$ cat src/design/cmxl_defs.vh
`ifndef CMXL_DEFS_VH
`define CMXL_DEFS_VH

// Register offsets
`define CMXL_OFS_LIVE_STATUS   8'h13
`define CMXL_OFS_PRIMARY_Z     8'h14
`define CMXL_OFS_LOW_Z         8'h15
`define CMXL_OFS_SLEW          8'h16
`define CMXL_OFS_BOTH_LOW      8'h17
`define CMXL_OFS_RX_CONFIG     8'h18
`define CMXL_OFS_PERM_GUARD    8'h19
`define CMXL_OFS_EVENTS        8'h1a

// Reset values
`define CMXL_RST_PRIMARY_Z     8'h00
`define CMXL_RST_LOW_Z         8'hff
`define CMXL_RST_SLEW          8'hff
`define CMXL_RST_BOTH_LOW      8'h94
`define CMXL_RST_RX_CONFIG     8'h00
`define CMXL_RST_PERM_GUARD    8'h00
`define CMXL_RST_EVENTS        8'h00

// Field positions
`define CMXL_BIT_BOTH_LOW_EN   2
`define CMXL_BIT_TERM0         0
`define CMXL_BIT_BIAS0         1
`define CMXL_BIT_TERM1         2
`define CMXL_BIT_BIAS1         3
`define CMXL_BIT_GUARD         0
`define CMXL_BIT_LOSS0         1
`define CMXL_BIT_LOSS1         2
`define CMXL_BIT_LIVE0         0
`define CMXL_BIT_LIVE1         1

// Per-output impedance codes
`define CMXL_Z_85              2'h0
`define CMXL_Z_100             2'h1
`define CMXL_Z_34              2'h2

`endif

$ cat src/design/cmxl_regs.v
// What this block does
// - Mid strap: low-Z bits 1, primary 0
// - Strap 0/1: low-Z bits 0, primary from strap
// - Low-Z bit 1 gives 34 ohm
// - Slew default from strap, or forced fast
// - Slew bit writable; 0 slow, 1 fast
// - Both-low detect shuts input receiver when enabled
// - Reserved low-low field resets 0x12, writable
// - Per-input bias enable, reset 0
// - Per-input termination enable, reset 0
// - Permanent guard set blocks control writes
// - Permanent guard cleared only by power
// - Writing 1 sets clearable guard
// - Clearable guard cleared by writing 1
// - Input 1 loss sets sticky bit 2
// - Input 0 loss sets sticky bit 1
// - Write 1 clears loss flag, 0 nothing
// - Primary bit: 0 is 85, 1 is 100
// - Live presence bits readable, feed flags
`timescale 1ns/1ps
`include "cmxl_defs.vh"

module cmxl_regs (
	// Clock and reset
	input  wire        clk,
	input  wire        rst,
	// Register access from the serial engine
	input  wire        reg_wr,
	input  wire        reg_rd,
	input  wire [7:0]  reg_addr,
	input  wire [7:0]  reg_wdata,
	output reg  [7:0]  reg_rdata_reg,
	output reg         reg_wr_discarded_reg,
	output reg         init_done_out_reg,
	// Straps
	input  wire        impedance_strap_mid,
	input  wire        impedance_strap_high,
	input  wire        slew_strap_pin,
	input  wire        startup_force_fast,
	// Reference inputs
	input  wire        ref_input0_true_low,
	input  wire        ref_input0_comp_low,
	input  wire        ref_input1_true_low,
	input  wire        ref_input1_comp_low,
	input  wire        input0_present_live,
	input  wire        input1_present_live,
	// Analog controls
	output reg  [7:0]  out_low_z_select_reg,
	output reg  [7:0]  out_primary_z_select_reg,
	output reg  [15:0] out_z_code_reg,
	output reg  [7:0]  out_edge_speed_reg,
	output reg         input0_rx_off_reg,
	output reg         input1_rx_off_reg,
	output reg         input0_internal_bias_en_reg,
	output reg         input1_internal_bias_en_reg,
	output reg         input0_termination_en_reg,
	output reg         input1_termination_en_reg,
	output reg         write_locked_reg
);
	reg  [7:0]  primary_z_reg;
	reg  [7:0]  low_z_reg;
	reg  [7:0]  slew_reg;
	reg  [7:0]  both_low_reg;
	reg  [7:0]  rx_config_reg;
	reg  [7:0]  perm_guard_reg;
	reg         clr_guard_reg;
	reg  [7:0]  rdata_next;
	reg  [15:0] z_code_next;
	wire        load_pulse;
	wire        init_done;
	wire [7:0]  low_z_default;
	wire [7:0]  primary_default;
	wire [7:0]  slew_default;
	wire        loss0_flag;
	wire        loss1_flag;
	wire        locked;
	wire        ctrl_wr;
	wire        evt_wr;
	integer     i;

	function hit;
		input [7:0] addr;
		input [7:0] ofs;
		begin
			hit = (addr == ofs);
		end
	endfunction

	function [1:0] z_code;
		input low_z;
		input primary;
		begin
			if (low_z)
				z_code = `CMXL_Z_34;
			else if (primary)
				z_code = `CMXL_Z_100;
			else
				z_code = `CMXL_Z_85;
		end
	endfunction

	cmxl_strap_init u_strap (
		.clk                (clk),
		.rst                (rst),
		.strap_z_mid        (impedance_strap_mid),
		.strap_z_high       (impedance_strap_high),
		.strap_slew         (slew_strap_pin),
		.startup_force_fast (startup_force_fast),
		.load_pulse         (load_pulse),
		.low_z_default      (low_z_default),
		.primary_default    (primary_default),
		.slew_default       (slew_default),
		.init_done_reg      (init_done)
	);

	assign locked  = perm_guard_reg[`CMXL_BIT_GUARD] | clr_guard_reg;
	assign ctrl_wr = reg_wr & ~locked & ~load_pulse;
	assign evt_wr  = reg_wr & hit(reg_addr, `CMXL_OFS_EVENTS);

	cmxl_loss_flag u_loss0 (
		.clk          (clk),
		.rst          (rst),
		.present_live (input0_present_live),
		.clear_pulse  (evt_wr & reg_wdata[`CMXL_BIT_LOSS0]),
		.flag_reg     (loss0_flag)
	);

	cmxl_loss_flag u_loss1 (
		.clk          (clk),
		.rst          (rst),
		.present_live (input1_present_live),
		.clear_pulse  (evt_wr & reg_wdata[`CMXL_BIT_LOSS1]),
		.flag_reg     (loss1_flag)
	);

	// Control registers
	always @(posedge clk or posedge rst) begin
		if (rst) begin
			primary_z_reg  <= `CMXL_RST_PRIMARY_Z;
			low_z_reg      <= `CMXL_RST_LOW_Z;
			slew_reg       <= `CMXL_RST_SLEW;
			both_low_reg   <= `CMXL_RST_BOTH_LOW;
			rx_config_reg  <= `CMXL_RST_RX_CONFIG;
			perm_guard_reg <= `CMXL_RST_PERM_GUARD;
			clr_guard_reg  <= 1'b0;
		end else begin
			if (load_pulse) begin
				low_z_reg     <= low_z_default;
				primary_z_reg <= primary_default;
				slew_reg      <= slew_default;
			end
			if (ctrl_wr) begin
				if (hit(reg_addr, `CMXL_OFS_PRIMARY_Z))
					primary_z_reg <= reg_wdata;
				if (hit(reg_addr, `CMXL_OFS_LOW_Z))
					low_z_reg <= reg_wdata;
				if (hit(reg_addr, `CMXL_OFS_SLEW))
					slew_reg <= reg_wdata;
				if (hit(reg_addr, `CMXL_OFS_BOTH_LOW))
					both_low_reg <= reg_wdata;
				if (hit(reg_addr, `CMXL_OFS_RX_CONFIG))
					rx_config_reg <= reg_wdata;
				// No write drops the guard bit once set
				if (hit(reg_addr, `CMXL_OFS_PERM_GUARD))
					perm_guard_reg <= {reg_wdata[7:1], perm_guard_reg[0] | reg_wdata[0]};
			end
			// Writing 1 flips it: sets when clear, clears when set, whatever the permanent guard holds
			if (evt_wr & reg_wdata[`CMXL_BIT_GUARD])
				clr_guard_reg <= ~clr_guard_reg;
		end
	end

	// Read mux
	always @* begin
		rdata_next = 8'h00;
		case (reg_addr)
			`CMXL_OFS_LIVE_STATUS: rdata_next = {6'h00, input1_present_live, input0_present_live};
			`CMXL_OFS_PRIMARY_Z:   rdata_next = primary_z_reg;
			`CMXL_OFS_LOW_Z:       rdata_next = low_z_reg;
			`CMXL_OFS_SLEW:        rdata_next = slew_reg;
			`CMXL_OFS_BOTH_LOW:    rdata_next = both_low_reg;
			`CMXL_OFS_RX_CONFIG:   rdata_next = rx_config_reg;
			`CMXL_OFS_PERM_GUARD:  rdata_next = perm_guard_reg;
			`CMXL_OFS_EVENTS:      rdata_next = {5'h00, loss1_flag, loss0_flag, clr_guard_reg};
			default:               rdata_next = 8'h00;
		endcase
	end

	always @* begin
		z_code_next = 16'h0000;
		for (i = 0; i < 8; i = i + 1)
			z_code_next[2*i +: 2] = z_code(low_z_reg[i], primary_z_reg[i]);
	end

	// Outputs, all registered
	always @(posedge clk or posedge rst) begin
		if (rst) begin
			reg_rdata_reg               <= 8'h00;
			reg_wr_discarded_reg        <= 1'b0;
			init_done_out_reg           <= 1'b0;
			out_low_z_select_reg        <= `CMXL_RST_LOW_Z;
			out_primary_z_select_reg    <= `CMXL_RST_PRIMARY_Z;
			out_z_code_reg              <= 16'haaaa;
			out_edge_speed_reg          <= `CMXL_RST_SLEW;
			input0_rx_off_reg           <= 1'b0;
			input1_rx_off_reg           <= 1'b0;
			input0_internal_bias_en_reg <= 1'b0;
			input1_internal_bias_en_reg <= 1'b0;
			input0_termination_en_reg   <= 1'b0;
			input1_termination_en_reg   <= 1'b0;
			write_locked_reg            <= 1'b0;
		end else begin
			if (reg_rd)
				reg_rdata_reg <= rdata_next;
			reg_wr_discarded_reg        <= reg_wr & locked & ~evt_wr;
			init_done_out_reg           <= init_done;
			out_low_z_select_reg        <= low_z_reg;
			out_primary_z_select_reg    <= primary_z_reg;
			out_z_code_reg              <= z_code_next;
			out_edge_speed_reg          <= slew_reg;
			input0_rx_off_reg           <= both_low_reg[`CMXL_BIT_BOTH_LOW_EN] &
				ref_input0_true_low & ref_input0_comp_low;
			input1_rx_off_reg           <= both_low_reg[`CMXL_BIT_BOTH_LOW_EN] &
				ref_input1_true_low & ref_input1_comp_low;
			input0_internal_bias_en_reg <= rx_config_reg[`CMXL_BIT_BIAS0];
			input1_internal_bias_en_reg <= rx_config_reg[`CMXL_BIT_BIAS1];
			input0_termination_en_reg   <= rx_config_reg[`CMXL_BIT_TERM0];
			input1_termination_en_reg   <= rx_config_reg[`CMXL_BIT_TERM1];
			write_locked_reg            <= locked;
		end
	end
endmodule // cmxl_regs

$ cat src/design/cmxl_strap_init.v
`timescale 1ns/1ps
`include "cmxl_defs.vh"

module cmxl_strap_init (
	// Clock and reset
	input  wire       clk,
	input  wire       rst,
	// Strap levels
	input  wire       strap_z_mid,
	input  wire       strap_z_high,
	input  wire       strap_slew,
	input  wire       startup_force_fast,
	// Loaded defaults
	output wire       load_pulse,
	output wire [7:0] low_z_default,
	output wire [7:0] primary_default,
	output wire [7:0] slew_default,
	output reg        init_done_reg
);
	// Straps are sampled on the first edge after reset release, never by the reset itself
	always @(posedge clk or posedge rst) begin
		if (rst)
			init_done_reg <= 1'b0;
		else
			init_done_reg <= 1'b1;
	end

	assign load_pulse      = ~init_done_reg;
	assign low_z_default   = {8{strap_z_mid}};
	assign primary_default = {8{~strap_z_mid & strap_z_high}};
	assign slew_default    = startup_force_fast ? 8'hff : {8{strap_slew}};
endmodule // cmxl_strap_init

$ cat src/design/cmxl_loss_flag.v
`timescale 1ns/1ps

module cmxl_loss_flag (
	// Clock and reset
	input  wire clk,
	input  wire rst,
	// Detector and clear
	input  wire present_live,
	input  wire clear_pulse,
	// Flag
	output reg  flag_reg
);
	reg present_prev_reg;
	wire loss_event;

	// Starts as absent, so an input never seen is no event
	assign loss_event = present_prev_reg & ~present_live;

	always @(posedge clk or posedge rst) begin
		if (rst) begin
			present_prev_reg <= 1'b0;
			flag_reg         <= 1'b0;
		end else begin
			present_prev_reg <= present_live;
			if (loss_event)
				flag_reg <= 1'b1;
			else if (clear_pulse)
				flag_reg <= 1'b0;
		end
	end
endmodule // cmxl_loss_flag

$ cat config.mk
export PLATFORM = sky130hd
export DESIGN_NAME = cmxl_regs
export DESIGN_NICKNAME = d
export VERILOG_FILES = /design/src/design/cmxl_regs.v /design/src/design/cmxl_strap_init.v /design/src/design/cmxl_loss_flag.v
export VERILOG_INCLUDE_DIRS = /design/src /design/src/design
export SDC_FILE = /design/constraint.sdc
export NUM_CORES = 1
export LEC_CHECK = 0
export ABC_AREA = 1
export BUFFER_PORTS_ARGS = -buffer_cell sky130_fd_sc_hd__buf_2
export CORE_MARGIN = 3
export CORE_UTILIZATION = 49
export CTS_BUF_LIST = sky130_fd_sc_hd__clkbuf_4 sky130_fd_sc_hd__clkbuf_8 sky130_fd_sc_hd__clkbuf_16
export CTS_CLUSTER_SIZE = 20
export DETAILED_ROUTE_END_ITERATION = 8
export PLACE_DENSITY = 0.75
export SLEW_MARGIN = 30
export SYNTH_ARGS = -nofsm -noshare
export SYNTH_HDL_FRONTEND = slang
export SYNTH_SLANG_ARGS = --single-unit
$ cat constraint.sdc
create_clock -name clk -period 3.6 [get_ports clk]
set_clock_uncertainty 0.15 [all_clocks]
set_input_delay 0.72 -clock clk [delete_from_list [all_inputs] [get_ports clk]]
set_output_delay 0.72 -clock clk [all_outputs]
set_load 0.02 [all_outputs]
==> out/results.ini, run 1 <==
[worst_setup_path]
worstPathMaxFanout=38
cpPeakStageDelay_ns=0.66
worstPathCellList=buf_2 -> inv_1 -> nand2_1 -> nor2_4 -> nand2_1 -> nor2_4 -> nand2_1 -> o21ai_0
end_kind=flip-flop
cp-startpoint=reg_addr[5]
worst-r2r-cell-count=7
worstPathArrival_ns=2.54
cp-start-kind=input pin
cpMostUsedCell=nand2_1
required_ns=3.74
rr_startpoint=perm_guard_reg[0]
crit_slowest_cell=nor2_4
crit_type=input pin to flip-flop

[cts]
clock_tree.buffer_depth=2
ctsHoldBuffers=0
cts_inserted_buffers=9
post_cts_buffers=0
insertion_delay_ns=0.38
cts_root_buf=clkbuf_8
cts-htree-levels=3
cts.clk_slew.worst_paths_ns=0.10
post_cts_resized=0
clock_sinks=103
cts_tree=done

[place]
dpl_cell_area_um2=4860
hpwl_um=7240
place.gp.congestion=0.884
port_buffers=86

[cells_and_area]
nets=601
fin_area_um2=5080
diodes=0
area_growth_pct=14.7
largest_register_ffs=15
drive_above_1_share_pct=27.3

[synthesis]
muxShareOfSynthArea_pct=0
netlist_area_um2=4430
syn-num-nets=524
synth-xor-area-share_pct=0.198
synth_compound_area_share_pct=8.24
synth_warnings=0
synth-simple-area-share_pct=24.0
synth_top_family_by_area=simple AND/OR/NAND/NOR gates
ys_seq_area_share_pct=59.1
synth_seq_cells=103
syn_inst=494
synth_adder_area_share_pct=0
avgSynthCellArea_um2=8.98
yosysUniqueCellTypes=24

[drt]
postRouteWirelength_um=10400
drtAntennaViolNets=0
drt_iter0_drc=300
vias=3485
firstDrtPassIters=4
viasPerCell=5.10
drc=0
wl_per_cell_um=15.1

[pwr]
swShare_pct=26.4
pwr-share-comb_pct=10.0
switching_power_w=0.000613
intPower_w=0.00171
leakage_nw=2.88
power.density_nw_per_um2=456
vdd_ir_drop_max_mv=0.246
clockPowerShare_pct=35.1
pwr-share-seq_pct=54.9

[hold_path]
min_delay_path_depth=0
worstHoldPathType=flip-flop to flip-flop
hold_start=slew_reg[4]

[global_route]
antenna_found_initial=0
grt_pass1_wl_um=16800
grt_pass1_vias=3347
grt_usage_pct=21.2
grt_max_degree=67
overflow=0

[die]
initial_core_util_pct=50.6
core-area_um2=8760
chipWidth_um=101
placementRows=34
die_h_um=101
die-area_um2=10200
io_pins=87

[timing]
min_period_ns=2.40
finalCritPeriodShare_pct=66.7
tns_ns=0
maxSlewViolCount=0
rsz0062_at_grt=no
hold_viol=0
maxSlewHeadroom_pct=45.0
worst_pin_slew_ns=0.823
max_freq_ghz=0.417
finalSetupViolations=0

[job]
maxCapViolCount=0

[outcome]
status=finished, final reports clean

[routing by layer]
metal / GRT usage [%] / routed length, µm / part of all wire, %
met1: 29.7 / 4400 / 42
met2: 33.0 / 4940 / 48
met3: 2.75 / 766 / 7.4
met4: 9.92 / 254 / 2.5
met5: 0 / 0 / 0
[worst max-delay path: cells and delay by family]
family	cells	cell delay, ns
AND/OR/NAND/NOR	5	1.58
buffers and inverters	2	0.15
AO/OA/AOI/OAI	1	0.09
[final timing paths]
path                                               end  slack [ns]
hold / removal                   out_edge_speed_reg[4]        0.24
setup / recovery                     perm_guard_reg[6]        1.20
setup reg to reg                     perm_guard_reg[6]        1.72
hold reg to reg                  out_edge_speed_reg[4]        0.24
min in group asynchronous  out_primary_z_select_reg[4]        0.33
max in group asynchronous                 low_z_reg[6]        2.21
[Yosys cell counts]
cell type	instances	share of area, %
nor2_1	48	4.1
nand3_2	2	0.45
buf_6	7	1.8
nand3_4	1	0.40
dfstp_2	35	21
a21oi_1	28	3.2
nor2_8	2	0.90
nand2_1	137	12
buf_4	11	1.9
and3_1	2	0.28
nand2_2	2	0.28
nor2_4	1	0.25
clkbuf_1	4	0.34
inv_1	48	4.1
o21ai_0	29	3.3
buf_2	1	0.11
nor3_4	1	0.37
nor2_2	5	0.71
dfrtp_1	68	38
nand3_1	42	4.7
o21ai_1	16	1.8
conb_1	1	0.085
inv_2	2	0.17
xor2_1	1	0.20
[kinds of logic (layout without fill, tap and decap cells)]
logic type | after synthesis | after routing
simple gates | 243 | 243
flops | 103 | 103
compound gates | 73 | 73
buf+inv | 73 | 155
other cells | 1 | 1
xor+xnor | 1 | 1
[final cells by class]
class | count | area, µm²
Fill cell | 777 | 3680
Inverter | 50 | 190
Clock buffer | 9 | 124
Timing Repair Buffer | 89 | 465
Sequential cell | 103 | 2620
Multi-Input combinational cell | 318 | 1450
Clock inverter | 7 | 100
Tap cell | 108 | 135
[power groups by stage]
stage | combinational, W | clock [W] | sequential, W
final | 0.000232 | 0.000815 | 0.00127
after CTS | 0.000235 | 0.000824 | 0.00127
after global routing | 0.000257 | 0.000869 | 0.00128
after global placement | 0.000227 | 0 | 0.00129
after detailed placement | 0.000234 | 0 | 0.00129
after floorplan | 0.000110 | 0 | 0.00133
[cells in the final DEF, fill, tap and decap left out, drive strengths merged]
master  Yosys  layout
nand2     139     139
nand3      45      45
dfrtp      68      68
o21ai      45      45
inv        50      54
a21oi      28      28
buf        19      89
conb        1       1
clkbuf      4       9
nor2       56      56
xor2        1       1
and3        2       2
clkinv      0       1
nor3        1       1
dfstp      35      35
bufinv      0       2
[stage by stage]
| step | setup WS [ns] | power, W | utilization [%] | hold WS, ns | std cells |
|---|---|---|---|---|---|
| floorplan | 0.0841 | 0.00144 | - | 0.205 | 494 |
| global placement | 0.941 | 0.00152 | 55.5 | 0.219 | 668 |
| detailed placement | 0.837 | 0.00153 | 55.5 | 0.217 | 668 |
| CTS | 1.22 | 0.00233 | 58.0 | 0.233 | 684 |
| global route | 0.984 | 0.00241 | 58.0 | 0.241 | 684 |
| finish | 1.20 | 0.00232 | 58.0 | 0.236 | 684 |
No activity file was read; power rests on OpenSTA's default activity.
==> inputs of run 2 (changes only) <==
--- a/config.mk
+++ b/config.mk
@@ -13,7 +13,7 @@
 export CTS_BUF_LIST = sky130_fd_sc_hd__clkbuf_4 sky130_fd_sc_hd__clkbuf_8 sky130_fd_sc_hd__clkbuf_16
 export CTS_CLUSTER_SIZE = 20
 export DETAILED_ROUTE_END_ITERATION = 8
-export PLACE_DENSITY = 0.75
+export PLACE_DENSITY = 0.72
 export SLEW_MARGIN = 30
 export SYNTH_ARGS = -nofsm -noshare
 export SYNTH_HDL_FRONTEND = slang
==> constraint.sdc (replaced) <==
create_clock -name clk -period 2.5 [get_ports clk]
set_clock_uncertainty 0.15 [all_clocks]
set_input_delay 0.5 -clock clk [delete_from_list [all_inputs] [get_ports clk]]
set_output_delay 0.5 -clock clk [all_outputs]
set_load 0.02 [all_outputs]
==> run 2 against run 1 <==
Effect of this change: sequential power rose by 44%; cell area rose by 0.54%; utilization rose by 0.31 points; final cell count rose by 0.44%; worst setup slack got worse by 0.61 ns; hold slack got worse by 0.11 ns; routed wire length rose by 0.74%; count of clock-buffer cells in the layout did not move; sequential share of layout area fell by 0.28 points; flip-flop and latch count did not move; critical path type is now flip-flop to flip-flop.
==> out/results.ini, run 2 (synthesis results as in run 1) <==
[die]
io_pins=87
chipWidth_um=101
die_h_um=101
placementRows=34
core-area_um2=8760
initial_core_util_pct=50.6
die-area_um2=10200

[cells_and_area]
drive_above_1_share_pct=27.6
multiInputGateArea_um2=1450
n_fill_cell=758
layout_commonest_cell=nand2_1
nets=604
regArea_um2=2620
diodes=0
area_growth_pct=15.3
largest_register_ffs=15
finalNonFillerCells=687
layout_common_cells=nand2_1 (137), buf_2 (86), dfrtp_1 (68)

[timing]
worst_pin_slew_ns=0.819
maxSlewHeadroom_pct=45.3
maxSlewViolCount=0
tns_ns=0
min_period_ns=1.91
finalSetupViolations=0
hold_viol=0
fin_hold_ws_ns=0.122
max_freq_ghz=0.524
finalCritPeriodShare_pct=76.4
rsz0062_at_grt=no

[global_route]
grt_pass1_wl_um=17100
busiest_layer=met2
grt_use_met2_pct=32.6
antenna_found_initial=0
overflow=0
grt_pass1_vias=3396
use_met1_pct=30.1
met3_usage_pct=3.17
grt_max_degree=51
grt_usage_pct=21.4

[drt]
wl_per_cell_um=15.2
vias=3539
drtAntennaViolNets=0
firstDrtPassIters=5
postRouteWirelength_um=10400
drt_iter0_drc=245
drc=0
viasPerCell=5.15

[pwr]
vdd_ir_drop_max_mv=0.328
leakage_nw=2.87
power.density_nw_per_um2=634

[worst_setup_path]
end_kind=flip-flop
endpoint=perm_guard_reg[3]
cp-startpoint=clr_guard_reg
crit_type=flip-flop to flip-flop
cp-start-kind=flip-flop
worstPathArrival_ns=2.03
worstPathMaxFanout=21
required_ns=2.62
rr_startpoint=clr_guard_reg
worst-r2r-cell-count=7
rrSetupSlack_ns=0.59
reg2reg_to=perm_guard_reg[3]

[cts]
post_cts_buffers=0
post_cts_resized=0
cts_inserted_buffers=9
ctsHoldBuffers=0
insertion_delay_ns=0.37
clock_tree.buffer_depth=2
clock_sinks=103
cts.clk_slew.worst_paths_ns=0.11
cts-htree-levels=3
cts_tree=done
cts_root_buf=clkbuf_8

[place]
place_inst=671
port_buffers=86
hpwl_um=7390
place.gp.congestion=0.909

[hold_path]
worstHoldPathType=input pin to asynchronous set/reset pin

[job]
maxCapViolCount=0

[outcome]
status=finished, final reports clean

-- run 2: cell count changes in the layout (fill, tap and decap cells not counted), sizes merged --
cell,change
clkinvlp,+4
buf,+3
inv,-3
bufinv,-1
-- run 2: final cells by class --
cell class,instances,area share [%]
tap,108,2.64
timing repair buffer,92,10.0
multi-input combinational,318,28.3
inverter,50,3.74
clock buffer,9,2.42
clock inverter,7,1.54
sequential,103,51.3
-- run 2: per-stage QoR --
step	instance area (µm²)	util [%]	total power, W	setup slack (ns)
floorplan	4440	-	0.00207	0.647
global placement	4910	56.0	0.00220	0.504
detailed placement	4910	56.0	0.00221	0.421
CTS	5110	58.3	0.00326	0.578
global route	5110	58.3	0.00336	0.389
finish	5110	58.3	0.00324	0.590
-- run 2: power by group --
part / leakage, nW / switching, W / internal, W
clock: 0.0925 / 0.000594 / 0.000471
sequential: 1.23 / 0.0000508 / 0.00178
combinational: 1.55 / 0.000235 / 0.000106
-- run 2: critical path: stages (launching register included) --
cell and delay (ns):
dfrtp_1 0.39, inv_1 0.08, nand2_1 0.13, nor3_4 0.28, inv_2 0.27, nor2_4 0.31
nand2_1 0.10, o21ai_0 0.11
-- run 2: routing by layer --
layer / vias up / part of all wire, %
li1: 1718 / -
met1: 1662 / 45
met2: 134 / 46
met3: 25 / 6.5
met4: 0 / 3.1
met5: - / 0
-- run 2: how the worst min path moves through the flow --
stage	start	to	cells past startpoint
2_1_floorplan	u_strap.init_done_reg	init_done_out_reg	0
3_5_place_dp	slew_reg[4]	out_edge_speed_reg[4]	0
6_report	rst	primary_z_reg[1]	2
3_3_place_gp	slew_reg[5]	out_edge_speed_reg[5]	0
4_1_cts	input1_present_live	u_loss1.present_prev_reg	1
5_1_grt	input1_present_live	u_loss1.present_prev_reg	1
==> inputs of run 3 (changes only) <==
==> constraint.sdc (replaced) <==
create_clock -name clk -period 1.9 [get_ports clk]
set_clock_uncertainty 0.15 [all_clocks]
set_input_delay 0.38 -clock clk [delete_from_list [all_inputs] [get_ports clk]]
set_output_delay 0.38 -clock clk [all_outputs]
set_load 0.02 [all_outputs]
==> run 3 against run 2 <==
Effect of this change: sequential share of layout area decreased by 0.80 points; power increased by 38%; utilization increased by 0.93 points; worst setup slack got worse by 0.48 ns; critical path depth decreased by 1; final cell count increased by 0.73%; fmax increased by 6.8%; register-to-register slack got worse by 0.48 ns; flip-flop and latch count unchanged.
==> out/results.ini, run 3 (synthesis results as in run 1) <==
[job]
maxCapViolCount=0

[global_route]
grt_pass1_wl_um=16700
overflow=0
grt_usage_pct=21.1
grt_max_degree=43
grt_pass1_vias=3427
antenna_found_initial=0

[cts]
cts_inserted_buffers=9
cts_tree=done
clock_sinks=103
cts_root_buf=clkbuf_8
cts.clk_slew.worst_paths_ns=0.10
cts-htree-levels=3
insertion_delay_ns=0.36
clock_tree.buffer_depth=2

[drt]
firstDrtPassIters=5
postRouteWirelength_um=10200
drc=0
viasPerCell=5.14
drtAntennaViolNets=0
drt_iter0_drc=177
wl_per_cell_um=14.7
vias=3554

[worst_setup_path]
required_ns=2.01
crit_type=flip-flop to flip-flop
worstPathArrival_ns=1.90
cpPeakStageDelay_ns=0.38
crit_slowest_cell=dfrtp_1
crit_family=simple AND/OR/NAND/NOR gates
worstPathMaxFanout=16
critPathBufInv=2
worstPathCellList=inv_1 -> nand2_1 -> nor3_4 -> nand3_2 -> o21ai_1 -> inv_1
cpMostUsedCell=inv_1
end_kind=flip-flop
cp-start-kind=flip-flop

[cells_and_area]
fin_area_um2=5190
drive_above_1_share_pct=28.1
area_growth_pct=17.1
largest_register_ffs=15
layout_common_cells=nand2_1 (137), buf_2 (86), dfrtp_1 (68)
nets=609
n_fill_cell=753
layout_commonest_cell=nand2_1
diodes=0

[timing]
finalSetupViolations=0
min_period_ns=1.79
tns_ns=0
max_freq_ghz=0.559
hold_viol=0
rsz0062_at_grt=yes
maxSlewViolCount=0
finalCritPeriodShare_pct=94.1
maxSlewHeadroom_pct=60.8
worst_pin_slew_ns=0.585

[die]
placementRows=34
die-area_um2=10200
initial_core_util_pct=50.6
die_h_um=101
chipWidth_um=101
core-area_um2=8760
io_pins=87

[pwr]
leakage_nw=2.93
vdd_ir_drop_max_mv=0.335
power.density_nw_per_um2=864

[outcome]
status=finished, final reports clean

[hold_path]
worstHoldPathType=input pin to flip-flop

[place]
port_buffers=86
hpwl_um=7400
dpl_cell_area_um2=4930
place.gp.congestion=0.917

## run 3: path summary, 6_finish.rpt
kind | start | cells after the start | slack, ns | end
min in group asynchronous | rst | 3 | 0.36 | out_z_code_reg[8]
min | input1_present_live | 1 | 0.02 | u_loss1.present_prev_reg
min reg2reg | slew_reg[5] | 0 | 0.24 | out_edge_speed_reg[5]
max | clr_guard_reg | 6 | 0.11 | primary_z_reg[3]
max reg2reg | clr_guard_reg | 6 | 0.11 | primary_z_reg[3]
max in group asynchronous | rst | 4 | 0.67 | slew_reg[3]
## run 3: metal layers
metal | GRT usage (%) | vias up | part of all wire [%]
met2 | 32.2 | 153 | 46
met1 | 28.9 | 1649 | 44
met4 | 10.6 | 0 | 3.4
met5 | 0 | - | 0
met3 | 3.99 | 33 | 6.2
li1 | - | 1719 | -
## run 3: area by class of cell
cell class	instances	area, µm²	share of cell area, %
sequential	103	2620	50.5
timing repair buffer	97	557	10.7
tap	108	135	2.60
multi-input combinational	318	1450	27.9
inverter	50	191	3.69
clock inverter	6	109	2.10
clock buffer	10	131	2.53
## run 3: worst register-to-register path: stages (launching register included)
cell	delay (ns)
dfrtp_1	0.38
inv_1	0.08
nand2_1	0.13
nor3_4	0.33
nand3_2	0.33
o21ai_1	0.24
inv_1	0.05
## run 3: repair_timing
item	in CTS	in global routing
hold buffers	1	0
setup endpoints to repair	0	10
gates resized for setup	0	2
setup buffers	0	1
hold endpoints to repair	4	0
## run 3: report_power, final
group          leakage, nW  switching [W]  internal [W]  total, W
sequential            1.23      0.0000707       0.00235   0.00242
combinational         1.57       0.000306      0.000141  0.000448
clock                0.124       0.000733      0.000888   0.00162
## run 3: through the flow
step	std cells	worst slack [ns]	power, W	utilization [%]	hold WS, ns
2_1_floorplan	494	0.167	0.00273	-	0.205
3_3_place_gp	674	0.0682	0.00289	56.3	0.187
3_5_place_dp	674	0.0193	0.00291	56.3	0.188
4_1_cts	691	0.121	0.00451	59.1	0.00848
5_1_grt	692	-0.0236	0.00464	59.3	0.0133
6_report	692	0.112	0.00449	59.3	0.0213
